**config.mk**
```make
export PLATFORM = sky130hd
export DESIGN_NAME = hdp_port_ctl
export DESIGN_NICKNAME = d
export VERILOG_FILES = /design/src/design/hdp_pkg.sv /design/src/design/hdp_port_ctl.sv
export SDC_FILE = /design/constraint.sdc
export NUM_CORES = 1
export LEC_CHECK = 0
export BUFFER_PORTS_ARGS = -buffer_cell sky130_fd_sc_hd__buf_2
export CORE_MARGIN = 2
export CORE_UTILIZATION = 44
export DETAILED_ROUTE_END_ITERATION = 12
export PLACE_DENSITY = 0.76
export SETUP_SLACK_MARGIN = 0.2
export SLEW_MARGIN = 25
export SYNTH_ARGS = -nofsm -noshare
export SYNTH_HDL_FRONTEND = slang
export SYNTH_SLANG_ARGS = --single-unit
```
**constraint.sdc**
```tcl
create_clock -name clk -period 1.65 [get_ports clk]
set_input_delay 0.165 -clock clk [delete_from_list [all_inputs] [get_ports clk]]
set_output_delay 0.165 -clock clk [all_outputs]
set_load 0.01 [all_outputs]
```
**src/design/hdp_pkg.sv**
```systemverilog
package hdp_pkg;
	// register indices; the byte address on the bus is four times the index
	localparam logic [7:0] IDX_ENABLE = 8'h48;
	localparam logic [7:0] IDX_SPEED = 8'h49;
	localparam logic [7:0] IDX_LINE_DATA = 8'h4A;
	localparam logic [7:0] IDX_FORCE_CTL = 8'h4B;
	localparam logic [7:0] IDX_SE0_STATE = 8'h4F;
	localparam logic [7:0] IDX_PULL_LOW = 8'h51;

	localparam logic [3:0] RST_ENABLE = 4'h0;
	localparam logic [3:0] RST_SPEED = 4'h0;
	localparam logic [3:0] RST_LINE_DATA = 4'h0;
	localparam logic [7:0] RST_FORCE_CTL = 8'h00;
	localparam logic [7:0] RST_PULL_LOW = 8'h00;

	// upper nibble of the four-bit registers reads as zero
	localparam logic [3:0] RSV_NIBBLE = 4'h0;
	localparam logic [23:0] RSV_UPPER = 24'h000000;

	// force-control codes, two bits per port, port 1 in the lowest pair
	localparam logic [1:0] FC_NORMAL = 2'h0;
	localparam logic [1:0] FC_DIFF1 = 2'h1;
	localparam logic [1:0] FC_DIFF0 = 2'h2;
	localparam logic [1:0] FC_SE0 = 2'h3;
	localparam int FC_WIDTH = 2;

	// pull-low layout: positive line in the upper bit of each pair
	localparam int PL_DP_BIT = 1;
	localparam int PL_DM_BIT = 0;

	localparam int NUM_PORTS = 4;
	localparam int CLK_HZ = 10000000;
endpackage

```
**src/design/hdp_port_ctl.sv**
```systemverilog
// Register access over Wishbone was decided locally.
`timescale 1ns/100ps
// Behaviour
// (RULE_01) a set enable bit opens the port for traffic both ways
// (RULE_02) open unsuspended port gets upstream traffic and forwards its own upstream
// (RULE_03) low speed ports never get full speed upstream traffic
// (RULE_04) enabling waits for the current packet to end, immediate when idle
// (RULE_05) in suspend a connect or disconnect raises the hub interrupt if enabled
// (RULE_06) enable register clears on chip reset and on bus reset
// (RULE_07) babble clears the port enable; non-idle line at EOF2 is babble
// (RULE_08) upstream connectivity still held at EOF2 is also babble
// (RULE_09) force code: 00 normal, 01 J, 10 K, 11 SE0; code drives 01 as D+ high, 10 as D- high at both speeds
// (RULE_10) two force bits per port, port 1 lowest, upper bit is bit 1
// (RULE_11) force register clears on chip reset only
// (RULE_12) firmware disables a port before forcing it
// (RULE_13) forced levels use edge-rate control matched to port speed
// (RULE_14) firmware clears all force codes before suspend
// (RULE_15) pull-low bits drive single pins low, no edge-rate control
// (RULE_16) pulled-low pins stay low during suspend
// (RULE_17) firmware holds SE0 through pull-low while unconfigured
// (RULE_18) line-data readback is differential state only, speed ignored
// (RULE_19) SE0 state bit reads 1 while port lines are SE0
// (RULE_20) speed register clears on chip and bus reset, firmware sets it
// (RULE_21) reserved upper bits of the speed register read zero
// (RULE_22) firmware enables a port only after host port reset request
// (RULE_23) speed bit 1 means low speed, 0 full speed
// (RULE_24) babble checked once per frame at EOF2, clears only offending ports
module hdp_port_ctl (
	input wire logic clk,
	input wire logic resetn,
	input wire logic wb_cyc_i,
	input wire logic wb_stb_i,
	input wire logic wb_we_i,
	input wire logic [11:0] wb_adr_i,
	input wire logic [3:0] wb_sel_i,
	input wire logic [31:0] wb_dat_i,
	output logic [31:0] wb_dat_o,
	output logic wb_ack_o,
	input wire logic usb_bus_reset,
	input wire logic hub_suspended,
	input wire logic hub_int_enable,
	input wire logic [3:0] conn_change,
	output logic hub_int_req,
	input wire logic eof2_tick,
	input wire logic us_pkt_busy,
	input wire logic us_pkt_fs,
	input wire logic us_tx_oe,
	input wire logic us_tx_dp,
	input wire logic us_tx_dm,
	input wire logic [3:0] port_us_owner,
	output logic [3:0] ds_rx_fwd,
	input wire logic [3:0] ds_dp_i,
	input wire logic [3:0] ds_dm_i,
	output logic [3:0] ds_dp_o,
	output logic [3:0] ds_dm_o,
	output logic [3:0] ds_dp_oe,
	output logic [3:0] ds_dm_oe,
	output logic [3:0] ds_edge_ctl,
	output logic [3:0] ds_edge_ls
);
	logic ack_ff;
	logic [7:0] rd_ff;
	logic [3:0] en_ff;
	logic [3:0] act_ff;
	logic [3:0] spd_ff;
	logic [3:0] dd_ff;
	logic [7:0] fc_ff;
	logic [7:0] pl_ff;
	logic int_ff;
	logic [3:0] dp_m_ff;
	logic [3:0] dm_m_ff;
	logic [3:0] dp_s_ff;
	logic [3:0] dm_s_ff;
	logic [3:0] fwd_ff;
	logic [3:0] dpo_ff;
	logic [3:0] dmo_ff;
	logic [3:0] dpoe_ff;
	logic [3:0] dmoe_ff;
	logic [3:0] edge_ff;

	wire [7:0] adr_idx = wb_adr_i[9:2];
	wire adr_top_ok = (wb_adr_i[11:10] == 2'h0);
	wire req = wb_cyc_i & wb_stb_i;
	// writes land on the edge where the master samples ack
	wire wr_fire = req & wb_we_i & ack_ff & wb_sel_i[0];
	wire hit_en = adr_top_ok & (adr_idx == hdp_pkg::IDX_ENABLE);
	wire hit_spd = adr_top_ok & (adr_idx == hdp_pkg::IDX_SPEED);
	wire hit_dd = adr_top_ok & (adr_idx == hdp_pkg::IDX_LINE_DATA);
	wire hit_fc = adr_top_ok & (adr_idx == hdp_pkg::IDX_FORCE_CTL);
	wire hit_se0 = adr_top_ok & (adr_idx == hdp_pkg::IDX_SE0_STATE);
	wire hit_pl = adr_top_ok & (adr_idx == hdp_pkg::IDX_PULL_LOW);
	wire [7:0] wdat = wb_dat_i[7:0];

	wire [3:0] se0_v = ~dp_s_ff & ~dm_s_ff;
	wire [3:0] diff_v = dp_s_ff ^ dm_s_ff;
	wire [3:0] forced_v;
	wire [3:0] pl_any_v;
	wire [3:0] pl_dp_v;
	wire [3:0] tx_pass_v;
	wire [3:0] babble_v;
	wire [3:0] nxt_dp;
	wire [3:0] nxt_dm;
	wire [3:0] nxt_dpoe;
	wire [3:0] nxt_dmoe;
	wire [3:0] nxt_edge;

	// unmapped indices read zero and swallow writes, still acked
	wire [7:0] rd_mux = hit_en ? {hdp_pkg::RSV_NIBBLE, en_ff} :
		hit_spd ? {hdp_pkg::RSV_NIBBLE, spd_ff} : // RULE_21
		hit_dd ? {hdp_pkg::RSV_NIBBLE, dd_ff} :
		hit_fc ? fc_ff :
		hit_se0 ? {hdp_pkg::RSV_NIBBLE, se0_v} : // RULE_19
		hit_pl ? pl_ff : 8'h00;

	// a babble clear beats a firmware write in the same cycle
	wire [3:0] nxt_en = usb_bus_reset ? hdp_pkg::RST_ENABLE : // RULE_06
		((wr_fire & hit_en) ? wdat[3:0] : en_ff) & ~babble_v; // RULE_07
	// opening waits for the packet end, closing never waits
	wire [3:0] nxt_act = (us_pkt_busy ? (act_ff & en_ff) : en_ff) & ~babble_v & // RULE_04
		{4{~usb_bus_reset}};
	wire [3:0] nxt_spd = usb_bus_reset ? hdp_pkg::RST_SPEED : // RULE_20
		((wr_fire & hit_spd) ? wdat[3:0] : spd_ff);
	// hold the last differential value through SE0 and SE1
	wire [3:0] nxt_dd = usb_bus_reset ? hdp_pkg::RST_LINE_DATA :
		(diff_v & dp_s_ff) | (~diff_v & dd_ff); // RULE_18
	wire [7:0] nxt_fc = (wr_fire & hit_fc) ? wdat : fc_ff; // RULE_11
	wire [7:0] nxt_pl = (wr_fire & hit_pl) ? wdat : pl_ff;
	wire nxt_int = hub_suspended & hub_int_enable & (|conn_change); // RULE_05
	wire [3:0] nxt_fwd = act_ff & ~{4{hub_suspended}}; // RULE_02

	genvar gi;
	generate
		for (gi = 0; gi < 4; gi = gi + 1) begin : g_port
			wire [1:0] fc = fc_ff[gi*hdp_pkg::FC_WIDTH +: hdp_pkg::FC_WIDTH]; // RULE_10
			wire pl_dp = pl_ff[gi*2 + hdp_pkg::PL_DP_BIT]; // RULE_15
			wire pl_dm = pl_ff[gi*2 + hdp_pkg::PL_DM_BIT];
			// J differs between speeds: low speed idles with D- high
			wire idle_j = spd_ff[gi] ? (~dp_s_ff[gi] & dm_s_ff[gi]) : // RULE_23
				(dp_s_ff[gi] & ~dm_s_ff[gi]);
			assign forced_v[gi] = (fc != hdp_pkg::FC_NORMAL);
			assign pl_any_v[gi] = pl_dp | pl_dm;
			assign pl_dp_v[gi] = pl_dp;
			assign tx_pass_v[gi] = act_ff[gi] & ~hub_suspended & us_tx_oe & // RULE_01
				~(spd_ff[gi] & us_pkt_fs); // RULE_03
			assign babble_v[gi] = eof2_tick & act_ff[gi] & // RULE_24
				(~idle_j | port_us_owner[gi]); // RULE_08
			assign nxt_dp[gi] = pl_dp ? 1'h0 :
				forced_v[gi] ? (fc == hdp_pkg::FC_DIFF1) : us_tx_dp; // RULE_09
			assign nxt_dm[gi] = pl_dm ? 1'h0 :
				forced_v[gi] ? (fc == hdp_pkg::FC_DIFF0) : us_tx_dm; // RULE_09
			assign nxt_dpoe[gi] = pl_dp | forced_v[gi] | tx_pass_v[gi]; // RULE_16
			assign nxt_dmoe[gi] = pl_dm | forced_v[gi] | tx_pass_v[gi];
			// pull-low is a raw pin drive, rate control would slow it
			assign nxt_edge[gi] = ~pl_any_v[gi] & (forced_v[gi] | tx_pass_v[gi]); // RULE_13
		end
	endgenerate

	always_ff @(posedge clk or negedge resetn) begin
		if (!resetn) begin
			ack_ff <= 1'h0;
			rd_ff <= 8'h00;
		end else begin
			ack_ff <= req & ~ack_ff;
			rd_ff <= (req & ~ack_ff) ? rd_mux : rd_ff;
		end
	end

	always_ff @(posedge clk or negedge resetn) begin
		if (!resetn) begin
			en_ff <= hdp_pkg::RST_ENABLE; // RULE_06
			act_ff <= 4'h0;
			spd_ff <= hdp_pkg::RST_SPEED; // RULE_20
			dd_ff <= hdp_pkg::RST_LINE_DATA;
			fc_ff <= hdp_pkg::RST_FORCE_CTL; // RULE_11
			pl_ff <= hdp_pkg::RST_PULL_LOW;
			int_ff <= 1'h0;
		end else begin
			en_ff <= nxt_en;
			act_ff <= nxt_act;
			spd_ff <= nxt_spd;
			dd_ff <= nxt_dd;
			fc_ff <= nxt_fc;
			pl_ff <= nxt_pl;
			int_ff <= nxt_int;
		end
	end

	// pins come from another domain, two stages before any use
	always_ff @(posedge clk or negedge resetn) begin
		if (!resetn) begin
			dp_m_ff <= 4'h0;
			dm_m_ff <= 4'h0;
			dp_s_ff <= 4'h0;
			dm_s_ff <= 4'h0;
		end else begin
			dp_m_ff <= ds_dp_i;
			dm_m_ff <= ds_dm_i;
			dp_s_ff <= dp_m_ff;
			dm_s_ff <= dm_m_ff;
		end
	end

	// registered pin drive costs one cycle of repeat latency
	always_ff @(posedge clk or negedge resetn) begin
		if (!resetn) begin
			fwd_ff <= 4'h0;
			dpo_ff <= 4'h0;
			dmo_ff <= 4'h0;
			dpoe_ff <= 4'h0;
			dmoe_ff <= 4'h0;
			edge_ff <= 4'h0;
		end else begin
			fwd_ff <= nxt_fwd;
			dpo_ff <= nxt_dp;
			dmo_ff <= nxt_dm;
			dpoe_ff <= nxt_dpoe;
			dmoe_ff <= nxt_dmoe;
			edge_ff <= nxt_edge;
		end
	end

	assign wb_ack_o = ack_ff;
	assign wb_dat_o = {hdp_pkg::RSV_UPPER, rd_ff};
	assign hub_int_req = int_ff;
	assign ds_rx_fwd = fwd_ff;
	assign ds_dp_o = dpo_ff;
	assign ds_dm_o = dmo_ff;
	assign ds_dp_oe = dpoe_ff;
	assign ds_dm_oe = dmoe_ff;
	assign ds_edge_ctl = edge_ff;
	assign ds_edge_ls = spd_ff; // RULE_13
endmodule

```
Word-level counts from Yosys, hierarchy flattened
Index checks and enable logic that the tools add are counted.
{"block": "word_totals", "elab_cells": 191, "register_bits": 82}
{"block": "classes", "mux": 32, "eq_ne": 14, "reduce_logical": 7, "bitwise_logic": 119}
{"op": "AND 1 bit", "n": 53}
{"op": "== test 8 x 7 -> 1 bit, second input constant", "n": 6}
{"op": "two-way mux 8 bit", "n": 6}
{"op": "AND 4 bit", "n": 8}
{"op": "bitwise OR 1 bit", "n": 28}
{"op": "two-way mux 4 bit", "n": 6}
{"op": "NOT 1 bit", "n": 23}
{"op": "two-way mux 1 bit", "n": 20}
{"op": "NOT 4 bit", "n": 5}
{"op": "nonzero test 2 bit", "n": 5}
{"op": "== test 2 x 1 -> 1 bit, second input constant", "n": 4}
{"op": "== test 2 bit, second input constant", "n": 4}
{"op": "bitwise OR 4 bit", "n": 1}
{"op": "OR reduction 4 bit", "n": 1}
{"op": "bitwise XOR 4 bit", "n": 1}
{"op": "zero test 2 bit", "n": 1}

Depth between registers and ports, before layout
{"block": "depth", "ltp_word": 9, "mapped_depth": 6}

Worst setup path before layout
OpenSTA, ideal clock, no wires.
{"block": "synth_timing", "path_type": "input -> register", "startpoint": "input wb_adr_i[10]", "endpoint": "register pl_ff[0]", "t_arrival_ps": 1811, "slack_ps": -286, "path_buffers": 1, "stages": 5, "path_cell_list": "or4b_4 nor4b_4 and2_1 buf_6 mux2_2"}
{"block": "synth_between", "elab_chain_len": 3}
{"element": "start, declared", "line": "hdp_port_ctl.sv:34", "source": "input wire logic [11:0] wb_adr_i,"}
{"element": "zero test 2 bit", "line": "hdp_port_ctl.sv:82", "source": "wire adr_top_ok = (wb_adr_i[11:10] == 2'h0);"}
{"element": "AND 1 bit", "line": "hdp_port_ctl.sv:91", "source": "wire hit_pl = adr_top_ok & (adr_idx == hdp_pkg::IDX_PULL_LOW);"}
{"element": "AND 1 bit", "line": "hdp_port_ctl.sv:127", "source": "wire [7:0] nxt_pl = (wr_fire & hit_pl) ? wdat : pl_ff;"}
{"element": "end signal, assigned", "line": "hdp_port_ctl.sv:175", "source": "pl_ff <= hdp_pkg::RST_PULL_LOW;"}
{"element": "end signal, assigned", "line": "hdp_port_ctl.sv:183", "source": "pl_ff <= nxt_pl;"}
{"element": "end, declared", "line": "hdp_port_ctl.sv:68", "source": "logic [7:0] pl_ff;"}
No other way between the ends.
A chain may end at the register's enable or synchronous reset.

Worst setup path after layout
{"block": "layout_timing", "startpoint": "register ack_ff, in the netlist wb_ack_o", "endpoint": "register pl_ff[6]"}
{"block": "layout_between", "elab_chain_len": 3}
{"element": "start, declared", "line": "hdp_port_ctl.sv:61", "source": "logic ack_ff;"}
{"element": "start signal, assigned", "line": "hdp_port_ctl.sv:163", "source": "ack_ff <= req & ~ack_ff;"}
{"element": "AND 1 bit (2 in series)", "line": "hdp_port_ctl.sv:85", "source": "wire wr_fire = req & wb_we_i & ack_ff & wb_sel_i[0];"}
{"element": "AND 1 bit", "line": "hdp_port_ctl.sv:127"}
No other way between the ends.

==> flow_metrics.env <==
export IMPL_outcome="finished, final reports clean"
export IMPL_cap_violations=0
export IMPL_worst_setup_path_type="reg -> reg"
export IMPL_drv_slew=0
export IMPL_synth_avg_cell_area_um2=11.7
export IMPL_avgViaCountPerCell=5.12
export IMPL_cp_arrival_ns=1.85
export IMPL_synth_cell_types=39
export IMPL_dieWidth_um=96.0
export IMPL_grt_pass1_vias=2744
export IMPL_critPathMaxStageDelay_ns=0.36
export IMPL_cts_buffers=9
export IMPL_drt_total_wl_mm=8.70
export IMPL_synth_async_reset_ratio_pct=100
export IMPL_fin_cells=540
export IMPL_die_area_um2=9210
export IMPL_p_leak_nw=2.37
export IMPL_hold_class="in -> reg"
export IMPL_final_nets=521
export IMPL_grt_usage_pct=20.2
export IMPL_synthMostInstantiatedCell="dfrtp_1"
export IMPL_rsz0062_at_grt="yes"
export IMPL_slowest_stage="dfrtp_1"
export IMPL_min_delay_path_depth=2
export IMPL_min_period_over_period_pct=97.4
export IMPL_core_area_um2=8220
export IMPL_reg_largest_list="fc_ff x8, pl_ff x8, rd_ff x8"
export IMPL_crit_chain="nand4_1 > nor4b_4 > and2_4 > buf_6 > mux2_4"
export IMPL_finish_instance_area_um2=4680
export IMPL_syn_area_um2=3720
export IMPL_power_mw=4.16
export IMPL_peakVddDrop_mv=0.506
export IMPL_dp_cells=515
export IMPL_setup_viol=0
export IMPL_vias=2766
export IMPL_cp_start_kind="flip-flop"
export IMPL_pin_count=140
export IMPL_skew_ns=0.00601
export IMPL_antenna_found_initial=0
export IMPL_drc_errors=0
export IMPL_crit_reg2reg_launch="wb_ack_o$_DFF_PN0_"
export IMPL_post_dp_cell_area_um2=4250
export IMPL_rows=33
export IMPL_reg2regPathDepth=5
export IMPL_min_delay_start="hub_suspended"
export IMPL_synth_top_area_share_pct=55.1
export IMPL_grt_pass1_wl_mm=13.7
export IMPL_clk_latency_ns=0.35
export IMPL_cts_sinks=82
export IMPL_nFillCells=686
export IMPL_synth_yosys_warnings=0
export IMPL_synth_largest_area_cell="dfrtp_1"
export IMPL_dieHeight_um=96.0
export IMPL_clkTransAtPathRegs_ns=0.08
export IMPL_wl_per_cell_um=16.1
export IMPL_reg2reg_to="pl_ff[6]$_DFFE_PN0P_"
export IMPL_worstPathMaxFanout=4
export IMPL_overflow=0
export IMPL_required_ns=1.89
export IMPL_worstHoldEndpoint="ds_rx_fwd[1]$_DFF_PN0_"
export IMPL_ys_ff_latch=82
export IMPL_synth_edf_count=0
export IMPL_p_per_area_nw_per_um2=888
export IMPL_num_antenna_cells=0
export IMPL_cts_tree="built"
export IMPL_synthTopCellsByArea="dfrtp_1 (55%), buf_4 (4.8%), mux2_2 (4.8%)"
export IMPL_synthFlopType="dfrtp_1"
export IMPL_io_buffers=86
export IMPL_fmaxAchievable_mhz=622
export IMPL_period_needed_ns=1.61
export IMPL_clockRootBuffer="clkbuf_8"
export IMPL_drive_above_1_share_pct=37.2
export IMPL_ant_nets=0
export IMPL_clock_path_buffers=2
export IMPL_drt_iter0_drc=130
export IMPL_routabilityCongestion=0.991
export IMPL_ys_seq_area_share_pct=55.1
export IMPL_rrSetupSlack_ns=0.04
export IMPL_syn_inst=318
export IMPL_grt_max_degree=36
export IMPL_first_pass_iters=4
export IMPL_initial_utilization_pct=45.3
export IMPL_area_growth_pct=25.7
export IMPL_htreeDepth=3
export IMPL_dp_hpwl_mm=6.63
export IMPL_worst_setup_path_end_kind="flip-flop"
export IMPL_finalHoldViolCount=0
export IMPL_synthTopCellsByCount="dfrtp_1 (82), buf_4 (24), nor2_1 (23), o21ai_0 (23), mux2_2 (16)"
worst max path at each step:
stage,to,startpoint
global route,pl_ff[1]$_DFFE_PN0P_,wb_ack_o$_DFF_PN0_
finish,pl_ff[6]$_DFFE_PN0P_,wb_ack_o$_DFF_PN0_
CTS,pl_ff[6]$_DFFE_PN0P_,wb_ack_o$_DFF_PN0_
detailed placement,fc_ff[7]$_DFFE_PN0P_,wb_adr_i[10]
global placement,ds_edge_ls[3]$_DFFE_PN0P_,wb_adr_i[10]
floorplan,pl_ff[0]$_DFFE_PN0P_,wb_adr_i[10]
cell families (layout without fill, tap and decap cells):
group                      count (synthesis)  in the layout  synth area share, %
and+or+nand+nor                           95             95                 14.2
DFF                                       82             82                 55.1
AOI/OAI and AO/OA                         56             56                 9.01
buffers and inverters                     44            138                 8.10
muxes                                     28             28                 9.41
adders and majority gates                 12             12                 4.03
other                                      1             24                0.101
metrics by stage:
stage | setup TNS, ns | util, % | hold slack (ns) | setup WS, ns
after floorplan | -3.77 | - | -0.131 | -0.285
after global placement | -5.34 | 51.7 | 0.140 | -0.239
after detailed placement | -6.39 | 51.7 | 0.153 | -0.292
after CTS | 0 | 56.4 | 0.0238 | 0.0147
after global routing | -0.204 | 57.0 | 0.0361 | -0.0313
final | 0 | 57.0 | 0.0318 | 0.0423
timing repair:
action	CTS	global route
setup endpoints to repair	24	28
gates resized for setup	13	14
buffers inserted	1	0
pin swaps	1	16
endpoints found under the hold margin	41	0
hold buffers	9	0
routing by layer:
metal / wire length [um] / share of wire, % / vias up / track usage [%]
li1: - / - / 1296 / -
met1: 3490 / 40 / 1340 / 23.8
met2: 4410 / 51 / 104 / 34.8
met3: 459 / 5.3 / 26 / 4.07
met4: 336 / 3.9 / 0 / 10.2
met5: 0 / 0 / - / 0
where the power goes:
group	internal [mW]	switching [mW]	leakage, nW
Combinational	0.140	0.204	1.17
Clock	1.00	0.741	0.116
Sequential	2.05	0.0200	1.09
critical path, delay by kind of cell, from the launching register on:
kind,cells,cell delay [ns]
and+or+nand+nor,3,0.73
muxes,1,0.30
DFF,1,0.36
buffers and inverters,1,0.12
cells in the final DEF, fill, tap and decap left out, types with 2 or more instances in the layout:
master	Yosys	layout
o21ai_2	0	4
or4b_4	1	2
clkbuf_8	1	9
dlygate4sd3_1	0	9
o21ai_1	1	5
a21boi_1	0	2
buf_4	24	14
o21ai_0	23	15
a311o_1	4	4
dfrtp_1	82	82
mux4_2	4	4
conb_1	1	24
buf_2	0	85
a22oi_1	8	8
nor2_1	23	22
nor2b_1	10	10
a21oi_2	0	2
or2_2	8	8
buf_6	1	3
mux2_2	16	6
nor3b_1	4	4
a21oi_1	12	10
mux2i_1	8	8
a21boi_0	4	2
mux2_4	0	10
ha_1	12	12
inv_1	10	10
nor3_1	13	12
bufinv_16	0	3
nand4_1	9	9
nand2_1	15	15
o22ai_1	4	4
or3_1	2	2
area by class of cell:
| cell class | count | area [um2] | area share, % |
|---|---|---|---|
| Timing Repair Buffer | 112 | 674 | 14.4 |
| Sequential cell | 82 | 2050 | 43.8 |
| Clock inverter | 6 | 115 | 2.46 |
| Inverter | 11 | 41.3 | 0.882 |
| Clock buffer | 9 | 124 | 2.65 |
| Tap cell | 105 | 131 | 2.81 |
| Multi-Input combinational cell | 215 | 1540 | 33.0 |
(Power assumes the default switching activity.)
